==> src/ldc_pkg.sv <==
// Package for the LCD driver control register bank.
// Assumes one system clock and an 8-bit register port at the top level.
package ldc_pkg;

    // ------------------------------------------------------------
    // Widths
    // ------------------------------------------------------------
    localparam int ADDR_W      = 16;
    localparam int DATA_W      = 8;
    localparam int BLINK_W     = 6;
    localparam int CONTRAST_W  = 5;
    localparam int MAP_W       = 8;
    localparam int CLKSEL_W    = 2;
    localparam int MODE_W      = 3;

    // ------------------------------------------------------------
    // Register offsets
    // ------------------------------------------------------------
    localparam logic [ADDR_W-1:0] OFS_MAIN     = 16'h2400;
    localparam logic [ADDR_W-1:0] OFS_BLINK23  = 16'h2401;
    localparam logic [ADDR_W-1:0] OFS_SUPPLY22 = 16'h2402;
    localparam logic [ADDR_W-1:0] OFS_SEGMAP   = 16'h2405;
    localparam logic [ADDR_W-1:0] OFS_CONTRAST = 16'h240D;

    // ------------------------------------------------------------
    // Field positions
    // ------------------------------------------------------------
    localparam int BIT_ENABLE   = 7;
    localparam int BIT_ALLCOM   = 3;
    localparam int BIT_BATTERY  = 7;
    localparam int LSB_MODE     = 4;
    localparam int LSB_CLKSEL   = 0;
    localparam int LSB_BLINK    = 0;
    localparam int LSB_CONTRAST = 0;

    // ------------------------------------------------------------
    // Reset values and analog figures
    // ------------------------------------------------------------
    localparam logic [DATA_W-1:0] RST_BYTE = 8'h00;

    // Writable bits of each register but the segment map (all bits writable); other bits read as zero
    localparam logic [DATA_W-1:0] MASK_MAIN     = 8'hFB;
    localparam logic [DATA_W-1:0] MASK_BLINK    = 8'h3F;
    localparam logic [DATA_W-1:0] MASK_SUPPLY   = 8'hBF;
    localparam logic [DATA_W-1:0] MASK_CONTRAST = 8'h1F;
    localparam real  VDRIVE_BASE_V = 2.65;
    localparam real  VDRIVE_SPAN_V = 2.65;
    localparam int   CONTRAST_FULL = 31;

    // Register port carrier
    typedef struct packed {
        logic [ADDR_W-1:0] addr;
        logic [DATA_W-1:0] wdata;
        logic              wr;
        logic              rd;
    } ldc_req_t;

    // Analog-side control carrier
    typedef struct packed {
        logic                  bias_ground;
        logic                  supply_from_battery;
        logic [CONTRAST_W-1:0] contrast_code;
        logic [CLKSEL_W-1:0]   frame_clock_select;
        logic [MODE_W-1:0]     bias_mode;
    } ldc_analog_t;

endpackage : ldc_pkg

==> src/ldc_lcd_driver_control.sv <==
// LCD driver control registers and pin-role steering.
// Assumes a register master on the same clock with one-cycle strobes,
// and analog bias/DAC circuits that take the decoded controls below.
//
// The strobed register port was left to the implementer.
`timescale 1ns/1ps

//
// Function
// - All-common turns mapped shared pins into commons
// - Battery select feeds panel supply from battery
// - Two six-bit blink maps, pins 23, 22
// - Blink bit 5 is common 5, bit 0 common 0
// - Contrast code sets drive voltage 2.65 V scale
// - Display disable grounds bias nodes and mapped pins
// - Map bit selects LCD function for shared pin
module ldc_lcd_driver_control
    import ldc_pkg::*;
#(
    parameter int N_MAP = 8                    // Segment map width
) (
    input  wire logic                     clk,          // 20 MHz clock
    input  wire logic                     rst,          // Async reset, high
    input  wire ldc_pkg::ldc_req_t        req,          // Register request
    output logic [ldc_pkg::DATA_W-1:0]    rdata,        // Read data, +1 cycle
    output ldc_pkg::ldc_analog_t          analog,       // Bias/DAC controls
    output logic [N_MAP-1:0]              pin_lcd_mode, // Pin in LCD role
    output logic [N_MAP-1:0]              pin_as_common,// Mapped pin is common
    output logic [N_MAP-1:0]              pin_force_gnd,// Pin held at ground
    output logic [ldc_pkg::BLINK_W-1:0]   blink23,      // Blink, pin 23
    output logic [ldc_pkg::BLINK_W-1:0]   blink22       // Blink, pin 22
);
    import ldc_pkg::*;

    initial begin
        if (N_MAP != MAP_W) begin
            $error("N_MAP must equal the map register width");
        end
    end

    // ------------------------------------------------------------
    // Register storage
    // ------------------------------------------------------------
    logic [DATA_W-1:0] main_r;
    logic [DATA_W-1:0] blink23_r;
    logic [DATA_W-1:0] supply22_r;
    logic [DATA_W-1:0] segmap_r;
    logic [DATA_W-1:0] contrast_r;
    logic [DATA_W-1:0] rdata_r;
    logic [DATA_W-1:0] rdata_nxt;

    wire sel_main     = (req.addr == OFS_MAIN);
    wire sel_blink23  = (req.addr == OFS_BLINK23);
    wire sel_supply22 = (req.addr == OFS_SUPPLY22);
    wire sel_segmap   = (req.addr == OFS_SEGMAP);
    wire sel_contrast = (req.addr == OFS_CONTRAST);

    // Unused bit positions are dropped at write so they read as zero
    wire [DATA_W-1:0] main_mask     = MASK_MAIN;
    wire [DATA_W-1:0] blink_mask    = MASK_BLINK;
    wire [DATA_W-1:0] supply_mask   = MASK_SUPPLY;
    wire [DATA_W-1:0] contrast_mask = MASK_CONTRAST;

    always_ff @(posedge clk or posedge rst) begin
        if (rst) begin
            main_r     <= RST_BYTE;
            blink23_r  <= RST_BYTE;
            supply22_r <= RST_BYTE;
            segmap_r   <= RST_BYTE;
            contrast_r <= RST_BYTE;
        end else if (req.wr) begin
            if (sel_main)     main_r     <= req.wdata & main_mask;
            if (sel_blink23)  blink23_r  <= req.wdata & blink_mask;
            if (sel_supply22) supply22_r <= req.wdata & supply_mask;
            if (sel_segmap)   segmap_r   <= req.wdata;
            if (sel_contrast) contrast_r <= req.wdata & contrast_mask;
        end
    end

    // ------------------------------------------------------------
    // Read path; unmapped addresses read zero
    // ------------------------------------------------------------
    assign rdata_nxt = !req.rd      ? RST_BYTE   :
                       sel_main     ? main_r     :
                       sel_blink23  ? blink23_r  :
                       sel_supply22 ? supply22_r :
                       sel_segmap   ? segmap_r   :
                       sel_contrast ? contrast_r : RST_BYTE;

    always_ff @(posedge clk or posedge rst) begin
        if (rst) begin
            rdata_r <= RST_BYTE;
        end else begin
            rdata_r <= rdata_nxt;
        end
    end
    assign rdata = rdata_r;

    // ------------------------------------------------------------
    // Decoded controls
    // ------------------------------------------------------------
    wire display_enable    = main_r[BIT_ENABLE];
    wire all_common_select = main_r[BIT_ALLCOM];
    wire [N_MAP-1:0] segment_driver_map = segmap_r;

    // ------------------------------------------------------------
    // Per-pin role steering
    // ------------------------------------------------------------
    // Each shared pin is decided alone, so a wider map only widens
    // the loop and never the decode above it
    for (genvar p = 0; p < N_MAP; p++) begin : g_pin
        assign pin_lcd_mode[p]  = segment_driver_map[p];
        // Pins outside the map never see the all-common setting
        assign pin_as_common[p] = all_common_select &
                                  segment_driver_map[p];
        assign pin_force_gnd[p] = ~display_enable &
                                  segment_driver_map[p];
    end

    // Bit index is the common line number
    assign blink23 = blink23_r[LSB_BLINK +: BLINK_W];
    assign blink22 = supply22_r[LSB_BLINK +: BLINK_W];

    // The DAC is linear from the base to twice the base over the code
    assign analog.contrast_code =
        contrast_r[LSB_CONTRAST +: CONTRAST_W];
    assign analog.supply_from_battery = supply22_r[BIT_BATTERY];
    assign analog.bias_ground = ~display_enable;
    assign analog.frame_clock_select = main_r[LSB_CLKSEL +: CLKSEL_W];
    assign analog.bias_mode = main_r[LSB_MODE +: MODE_W];

    // ------------------------------------------------------------
    // Checks
    // ------------------------------------------------------------
    allcom_gate_a: assert property (@(posedge clk) disable iff (rst)
        (pin_as_common & ~pin_lcd_mode) == '0)
        else $error("Common role on unmapped pin");

    battery_write_a: assert property (@(posedge clk) disable iff (rst)
        req.wr && sel_supply22 |=> analog.supply_from_battery ==
            $past(req.wdata[BIT_BATTERY]))
        else $error("Battery select not taken from write");

    blink_write_a: assert property (@(posedge clk) disable iff (rst)
        req.wr && sel_blink23 |=> blink23 == $past(req.wdata[5:0]))
        else $error("Pin 23 blink map not written");

    blink_order_a: assert property (@(posedge clk) disable iff (rst)
        req.wr && sel_supply22 |=> blink22[5] == $past(req.wdata[5]) &&
            blink22[0] == $past(req.wdata[0]))
        else $error("Blink map bit order wrong");

    contrast_hold_a: assert property (@(posedge clk) disable iff (rst)
        !(req.wr && sel_contrast) |=> $stable(analog.contrast_code))
        else $error("Contrast code changed without write");

    disable_gnd_a: assert property (@(posedge clk) disable iff (rst)
        !display_enable |-> analog.bias_ground &&
            pin_force_gnd == segment_driver_map)
        else $error("Disabled display not grounded");

    enable_free_a: assert property (@(posedge clk) disable iff (rst)
        display_enable |-> !analog.bias_ground && pin_force_gnd == '0)
        else $error("Enabled display held at ground");

    map_write_a: assert property (@(posedge clk) disable iff (rst)
        req.wr && sel_segmap |=> pin_lcd_mode == $past(req.wdata))
        else $error("Segment map not written");

    read_back_a: assert property (@(posedge clk) disable iff (rst)
        req.wr && sel_contrast ##1 req.rd && sel_contrast && !req.wr |=>
            rdata == ($past(req.wdata, 2) & MASK_CONTRAST))
        else $error("Contrast readback mismatch");

    read_idle_a: assert property (@(posedge clk) disable iff (rst)
        !req.rd |=> rdata == RST_BYTE)
        else $error("Read data not zero outside read");

    // ------------------------------------------------------------
    // Write capture per register
    // ------------------------------------------------------------
    // Masked bits must never store, or a later read shows junk
    main_write_a: assert property (@(posedge clk) disable iff (rst)
        req.wr && sel_main |=>
            main_r == ($past(req.wdata) & MASK_MAIN))
        else $error("Main register write lost");

    blink22_write_a: assert property (@(posedge clk) disable iff (rst)
        req.wr && sel_supply22 |=>
            blink22 == $past(req.wdata[LSB_BLINK +: BLINK_W]))
        else $error("Pin 22 blink map not written");

    contrast_write_a: assert property (@(posedge clk) disable iff (rst)
        req.wr && sel_contrast |=>
            analog.contrast_code == $past(req.wdata[CONTRAST_W-1:0]))
        else $error("Contrast code not written");

    enable_write_a: assert property (@(posedge clk) disable iff (rst)
        req.wr && sel_main |=>
            display_enable == $past(req.wdata[BIT_ENABLE]))
        else $error("Display enable not written");

    clk_sel_write_a: assert property (@(posedge clk) disable iff (rst)
        req.wr && sel_main |=> analog.frame_clock_select ==
            $past(req.wdata[LSB_CLKSEL +: CLKSEL_W]))
        else $error("Frame clock select not written");

    mode_write_a: assert property (@(posedge clk) disable iff (rst)
        req.wr && sel_main |=>
            analog.bias_mode == $past(req.wdata[LSB_MODE +: MODE_W]))
        else $error("Bias mode not written");

    blink23_order_a: assert property (@(posedge clk) disable iff (rst)
        req.wr && sel_blink23 |=> blink23[5] == $past(req.wdata[5]) &&
            blink23[0] == $past(req.wdata[0]))
        else $error("Pin 23 blink bit order wrong");

    reserved_zero_a: assert property (@(posedge clk) disable iff (rst)
        (main_r & ~MASK_MAIN) == '0 && (blink23_r & ~MASK_BLINK) == '0 &&
            (supply22_r & ~MASK_SUPPLY) == '0)
        else $error("Unused register bit stored");

    // ------------------------------------------------------------
    // Fields hold without a write
    // ------------------------------------------------------------
    // A decode slip on a neighbour address would show up here first
    main_hold_a: assert property (@(posedge clk) disable iff (rst)
        !(req.wr && sel_main) |=>
            $stable(main_r))
        else $error("Main register changed without write");

    blink23_hold_a: assert property (@(posedge clk) disable iff (rst)
        !(req.wr && sel_blink23) |=>
            $stable(blink23_r))
        else $error("Pin 23 blink map changed without write");

    supply_hold_a: assert property (@(posedge clk) disable iff (rst)
        !(req.wr && sel_supply22) |=>
            $stable(supply22_r))
        else $error("Supply register changed without write");

    segmap_hold_a: assert property (@(posedge clk) disable iff (rst)
        !(req.wr && sel_segmap) |=>
            $stable(segmap_r))
        else $error("Segment map changed without write");

    battery_hold_a: assert property (@(posedge clk) disable iff (rst)
        !(req.wr && sel_supply22) |=>
            $stable(analog.supply_from_battery))
        else $error("Battery select changed without write");

    // ------------------------------------------------------------
    // Read path and pin roles
    // ------------------------------------------------------------
    // Read data are the stored value as it stood at the strobe edge
    rd_main_a: assert property (@(posedge clk) disable iff (rst)
        req.rd && sel_main |=>
            rdata == $past(main_r))
        else $error("Main register readback wrong");

    rd_blink23_a: assert property (@(posedge clk) disable iff (rst)
        req.rd && sel_blink23 |=>
            rdata == $past(blink23_r))
        else $error("Pin 23 blink readback wrong");

    rd_supply_a: assert property (@(posedge clk) disable iff (rst)
        req.rd && sel_supply22 |=>
            rdata == $past(supply22_r))
        else $error("Supply register readback wrong");

    rd_segmap_a: assert property (@(posedge clk) disable iff (rst)
        req.rd && sel_segmap |=>
            rdata == $past(segmap_r))
        else $error("Segment map readback wrong");

    rd_contrast_a: assert property (@(posedge clk) disable iff (rst)
        req.rd && sel_contrast |=>
            rdata == $past(contrast_r))
        else $error("Contrast readback wrong");

    // Unmapped addresses must not echo any neighbour's contents
    rd_hole_a: assert property (@(posedge clk) disable iff (rst)
        req.rd && !(sel_main || sel_blink23 || sel_supply22 ||
            sel_segmap || sel_contrast) |=> rdata == RST_BYTE)
        else $error("Unmapped address read not zero");

    allcom_off_a: assert property (@(posedge clk) disable iff (rst)
        !all_common_select |->
            pin_as_common == '0)
        else $error("Common role without all-common select");

    allcom_on_a: assert property (@(posedge clk) disable iff (rst)
        all_common_select |->
            pin_as_common == segment_driver_map)
        else $error("Mapped pin not turned into common");

    gnd_mapped_a: assert property (@(posedge clk) disable iff (rst)
        (pin_force_gnd & ~pin_lcd_mode) == '0 &&
            (display_enable || pin_force_gnd == pin_lcd_mode))
        else $error("Ground forced on wrong pins");

endmodule : ldc_lcd_driver_control

==> config.mk <==
export PLATFORM = sky130hd
export DESIGN_NAME = ldc_lcd_driver_control
export DESIGN_NICKNAME = d
export VERILOG_FILES = /design/src/ldc_pkg.sv /design/src/ldc_lcd_driver_control.sv
export SDC_FILE = /design/constraint.sdc
export NUM_CORES = 1
export LEC_CHECK = 0
export BUFFER_PORTS_ARGS = -buffer_cell sky130_fd_sc_hd__clkbuf_2
export CORE_MARGIN = 1.5
export CORE_UTILIZATION = 35
export CTS_CLUSTER_DIAMETER = 80
export CTS_CLUSTER_SIZE = 20
export DETAILED_ROUTE_END_ITERATION = 12
export PLACE_DENSITY = 0.61
export SLEW_MARGIN = 20
export SYNTH_ARGS = -nofsm -noshare
export SYNTH_HDL_FRONTEND = slang
export SYNTH_SLANG_ARGS = --single-unit
==> constraint.sdc <==
create_clock -name clk -period 1.5 [get_ports clk]
set_input_delay 0.3 -clock clk [delete_from_list [all_inputs] [get_ports clk]]
set_output_delay 0.3 -clock clk [all_outputs]
set_load 0.03 [all_outputs]
# Word level (Yosys, flattened, before mapping)
# Index checks and enable logic that the tools add are counted.
[totals] regBits=41 input_bits=28 out_inout_bits=56
[classes] eq_ne=5 n_mux=6 n_bitwise=17 reduce_logical=5
[op_table] operator="16-bit by 14-bit equality test with 1-bit output, second input constant" n=5
[op_table] operator="8-bit two-way mux" n=5
[op_table] operator="1-bit AND" n=16
[op_table] operator="2-bit AND reduction" n=5
[op_table] operator="5-bit two-way mux" n=1
[op_table] operator="1-bit inverter" n=1

# Logic depth before layout (Yosys ltp)
[depth] depth_word=7 ltp_mapped=5 depth_no_buf=4

# Worst setup path before layout
# No wires, ideal clock.
[synth_timing] path_type="in2reg" startpoint="input req[17] in the netlist's numbering" endpoint="register segmap_r[2] (netlist: pin_lcd_mode[2])" setup_ns=0.125 t_arrival_ns=1.569 slack_ns=-0.193 cell_stages=4 n_path_buf=0 cell_sequence="nor4_4 > nand4_2 > nor3_4 > mux2_2"
[synth_between] elab_chain_cells=2
[synth_rtl] element="from (decl)" line_no="ldc_lcd_driver_control.sv:24" rtl="input wire ldc_pkg::ldc_req_t req,"
[synth_rtl] element="16-bit by 14-bit equality test with 1-bit output" line_no="ldc_lcd_driver_control.sv:55" rtl="wire sel_segmap = (req.addr == OFS_SEGMAP);"
[synth_rtl] element="2-bit AND reduction (no source line)"
[synth_rtl] element="to (signal assigned)" line_no="ldc_lcd_driver_control.sv:75" rtl="if (sel_segmap) segmap_r <= req.wdata;"
[synth_rtl] element="to (decl)" line_no="ldc_lcd_driver_control.sv:47" rtl="logic [DATA_W-1:0] segmap_r;"
# No other way between the ends.
# A chain may end at the register's enable or synchronous reset.

# Worst setup path after layout
[layout_timing] startpoint="register main_r[7]" endpoint="output pin_force_gnd[0]"
[layout_between] elab_chain_cells=2
[layout_rtl] element="from (decl)" line_no="ldc_lcd_driver_control.sv:44" rtl="logic [DATA_W-1:0] main_r;"
[layout_rtl] element="from (signal assigned)" line_no="ldc_lcd_driver_control.sv:72" rtl="if (sel_main) main_r <= req.wdata & main_mask;"
[layout_rtl] element="1-bit inverter" line_no="ldc_lcd_driver_control.sv:116" rtl="assign pin_force_gnd[p] = ~display_enable &"
[layout_rtl] element="1-bit AND" line_no="ldc_lcd_driver_control.sv:116"
[layout_rtl] element="to (decl)" line_no="ldc_lcd_driver_control.sv:29" rtl="output logic [N_MAP-1:0] pin_force_gnd,"
# No other way between the ends.

==> run_results.csv <==
group,metric,value,unit
routing,wl,5600,um
sta,finalHoldViolations,0,
critical_path,critPathRequiredTime,1200,ps
global_routing,grt_pass1_vias,1720,
yosys,yosys.cell_types.count,31,
place,portBuffers,83,
yosys,yosys.area.top_type,"dfrtp_1",
finish,fill_cells,540,
yosys,postSynth.asyncResetShare,100,%
global_routing,grt_max_degree,42,
finish,fin_area,0.00292,mm^2
cts,cts_tree,"built",
worst_hold_path,hold_path_class,"primary input to async pin",
cts,cts.clk_slew.worst_paths,80,ps
floorplan,pin_count,84,
cts,cts_buffers,5,
global_routing,grtUsageTotal,18.9,%
yosys,synth_common_cells,"dfrtp_1 (41), mux2_2 (31), nor2_1 (15), nor2b_1 (13)",
global_routing,overflow,0,
critical_path,start_kind,"flop",
place,place.gp.congestion,0.820,
yosys,synth_warnings,0,
place,placed_area,0.00272,mm^2
sta,period_minus_slack,1480,ps
sta,fmax,0.676,GHz
routing,first_iter_violations,94,
routing,drt_pass1_iterations,4,
cts,clock-root-buffer,"clkbuf_8",
floorplan,rows,27,
finish,drive_gt1_share,57.1,%
floorplan,die_area,0.00623,mm^2
yosys,synth.avg_cell_area,11.6,um^2
routing,vias,1724,
sta,drv_slew,0,
cts,clock_sinks,41,
cts,h-tree-depth,2,
yosys,ys_ff_latch,41,
critical_path,crit_path_frequent_cell,"buf_4",
yosys,synth_top_area_share,50.8,%
critical_path,worstPathArrival,1180,ps
routing,ant_nets,0,
yosys,synth_area_leaders,"dfrtp_1 (51%), mux2_2 (17%), nor2b_1 (4.0%)",
sta,finalCritPeriodShare,98.6,%
finish,diodes,0,
sta,maxSlewHeadroom,65.7,%
yosys,synth.cell_area,0.00202,mm^2
global_routing,antenna_found_initial,0,
routing,drc,0,
floorplan,die_w,78.9,um
power_and_ir_drop,power_leakage,1.55,nW
critical_path,critPathKind,"flop to output pin",
critical_path,end_kind,"output pin",
critical_path,crit_chain,"buf_4 > nor2b_1 > buf_4",
place,place_hpwl,4050,um
yosys,yosysMostFrequentCell,"dfrtp_1",
yosys,ys_seq_area_share,50.8,%
finish,area_growth,44.8,%
sta,clock_skew,2.66,ps
job,max_cap_violations,0,
critical_path,slowest_delay,420,ps
global_routing,grt_pass1_wl,8760,um
routing,viasPerCell,4.80,
sta,finalSetupViolCount,0,
critical_path,critPathMaxFanout,5,
sta,setup_ws,20.8,ps
place,post-place-ws,-343,ps
sta,rsz0062_at_grt,"true",
routing,wl_per_cell,15.6,um
floorplan,die_height,78.9,um
yosys,synth_cells,174,
power_and_ir_drop,ir_drop,0.385,mV
yosys,syn-num-nets,202,
cts,insertion_delay,300,ps
status,status,"finished clean",
floorplan,floorplan.initialDensity,36.4,%
yosys,synth_flop_cell,"dfrtp_1",
critical_path,slowest_stage,"dfrtp_2",
power_and_ir_drop,pwr_density_cell,751,mW/mm^2
yosys,synth-edff-count,0,
sta,worst_pin_slew,515,ps
cts,holdBufCountCts,0,
finish,fin_util,52.7,%
cts,clk_path_buf_depth,2,
finish,fin_nets,314,
floorplan,fp.coreArea,0.00554,mm^2
[cells by family (layout without fill, tap and decap cells)]
group                  Yosys count  count (layout)  share of synthesized area, %
flip-flops                      41              41                          50.8
buffers and inverters           19             132                          4.59
AND/OR/NAND/NOR                 60              60                          19.0
multiplexers                    37              37                          20.4
AO/OA/AOI/OAI                   17              17                          5.21
[metrics by stage]
step	setup TNS, ps	std cells	total power, mW	hold slack (ps)
5_1_grt	-193	359	2.28	166
4_1_cts	0	356	2.21	117
3_5_place_dp	-10210	348	1.29	441
3_3_place_gp	-9100	348	1.29	436
2_1_floorplan	-3590	174	1.19	435
6_report	0	359	2.20	96.4
[flip-flops by register name, summed over array words and instances (netlist names)]
signal,count
main_r,7
supply22_r,7
contrast_r,5
rdata,8
pin_lcd_mode,8
blink23_r,6
[critical path: cells and delay by family, from the launching register on]
family,cells,cell delay [ps]
buf+inv,2,340
flops,1,420
simple gates,1,120
[placed cells by master, fill, tap and decap left out, drive strengths merged]
cell type,instances
nor3,6
a22oi,2
and4bb,1
and2,9
mux2,33
inv,9
nor2,17
nor4,4
mux2i,4
o22ai,4
a21oi,7
buf,46
nor2b,13
a211oi,1
bufinv,1
nand3b,2
nand4,3
o2bb2ai,1
nand2,3
o21ai,1
nand3,1
clkbuf,76
nand2b,1
a2111oi,1
dfrtp,41
[final cells by class]
cell class / instances / area, um^2 / area share [%]
multi-input cells: 114 / 957 / 32.8
clock inverters: 1 / 30.0 / 1.03
clock buffers: 7 / 86.3 / 2.96
flip-flops and latches: 41 / 1030 / 35.2
well taps: 72 / 90.1 / 3.08
repair buffers: 115 / 696 / 23.8
inverters: 9 / 33.8 / 1.16
[timing repair]
item	in CTS	in global routing
setup endpoints to repair	25	43
resized for setup	3	40
pin swaps	3	4
setup buffers	0	3
[worst paths after layout]
check	from	endpoint	slack [ps]	depth (start not counted)
worst max register to register	blink23_r[2]	rdata[2]	270	4
max in group asynchronous	rst	main_r[7]	1020	3
worst min-delay path	rst	supply22_r[1]	100	3
worst min register to register	blink23_r[1]	blink23_r[1]	540	1
min in group clk	req[8]	main_r[6]	270	2
worst max-delay path	main_r[7]	pin_force_gnd[0]	20	3
[where the power goes]
part | internal, mW | leakage [nW] | total, mW | switching, mW
combinational | 0.0739 | 0.919 | 0.166 | 0.0920
sequential | 1.10 | 0.570 | 1.10 | 0.000324
clock | 0.543 | 0.0585 | 0.925 | 0.382
total | 1.72 | 1.55 | 2.20 | 0.475
[routing by layer]
metal / share of wire [%] / global-route usage [%]
met5: 0 / 0
met1: 45 / 24.8
met2: 48 / 30.3
met4: 1.7 / 7.37
met3: 5.8 / 4.37
No activity file was read; power rests on OpenSTA's default activity.
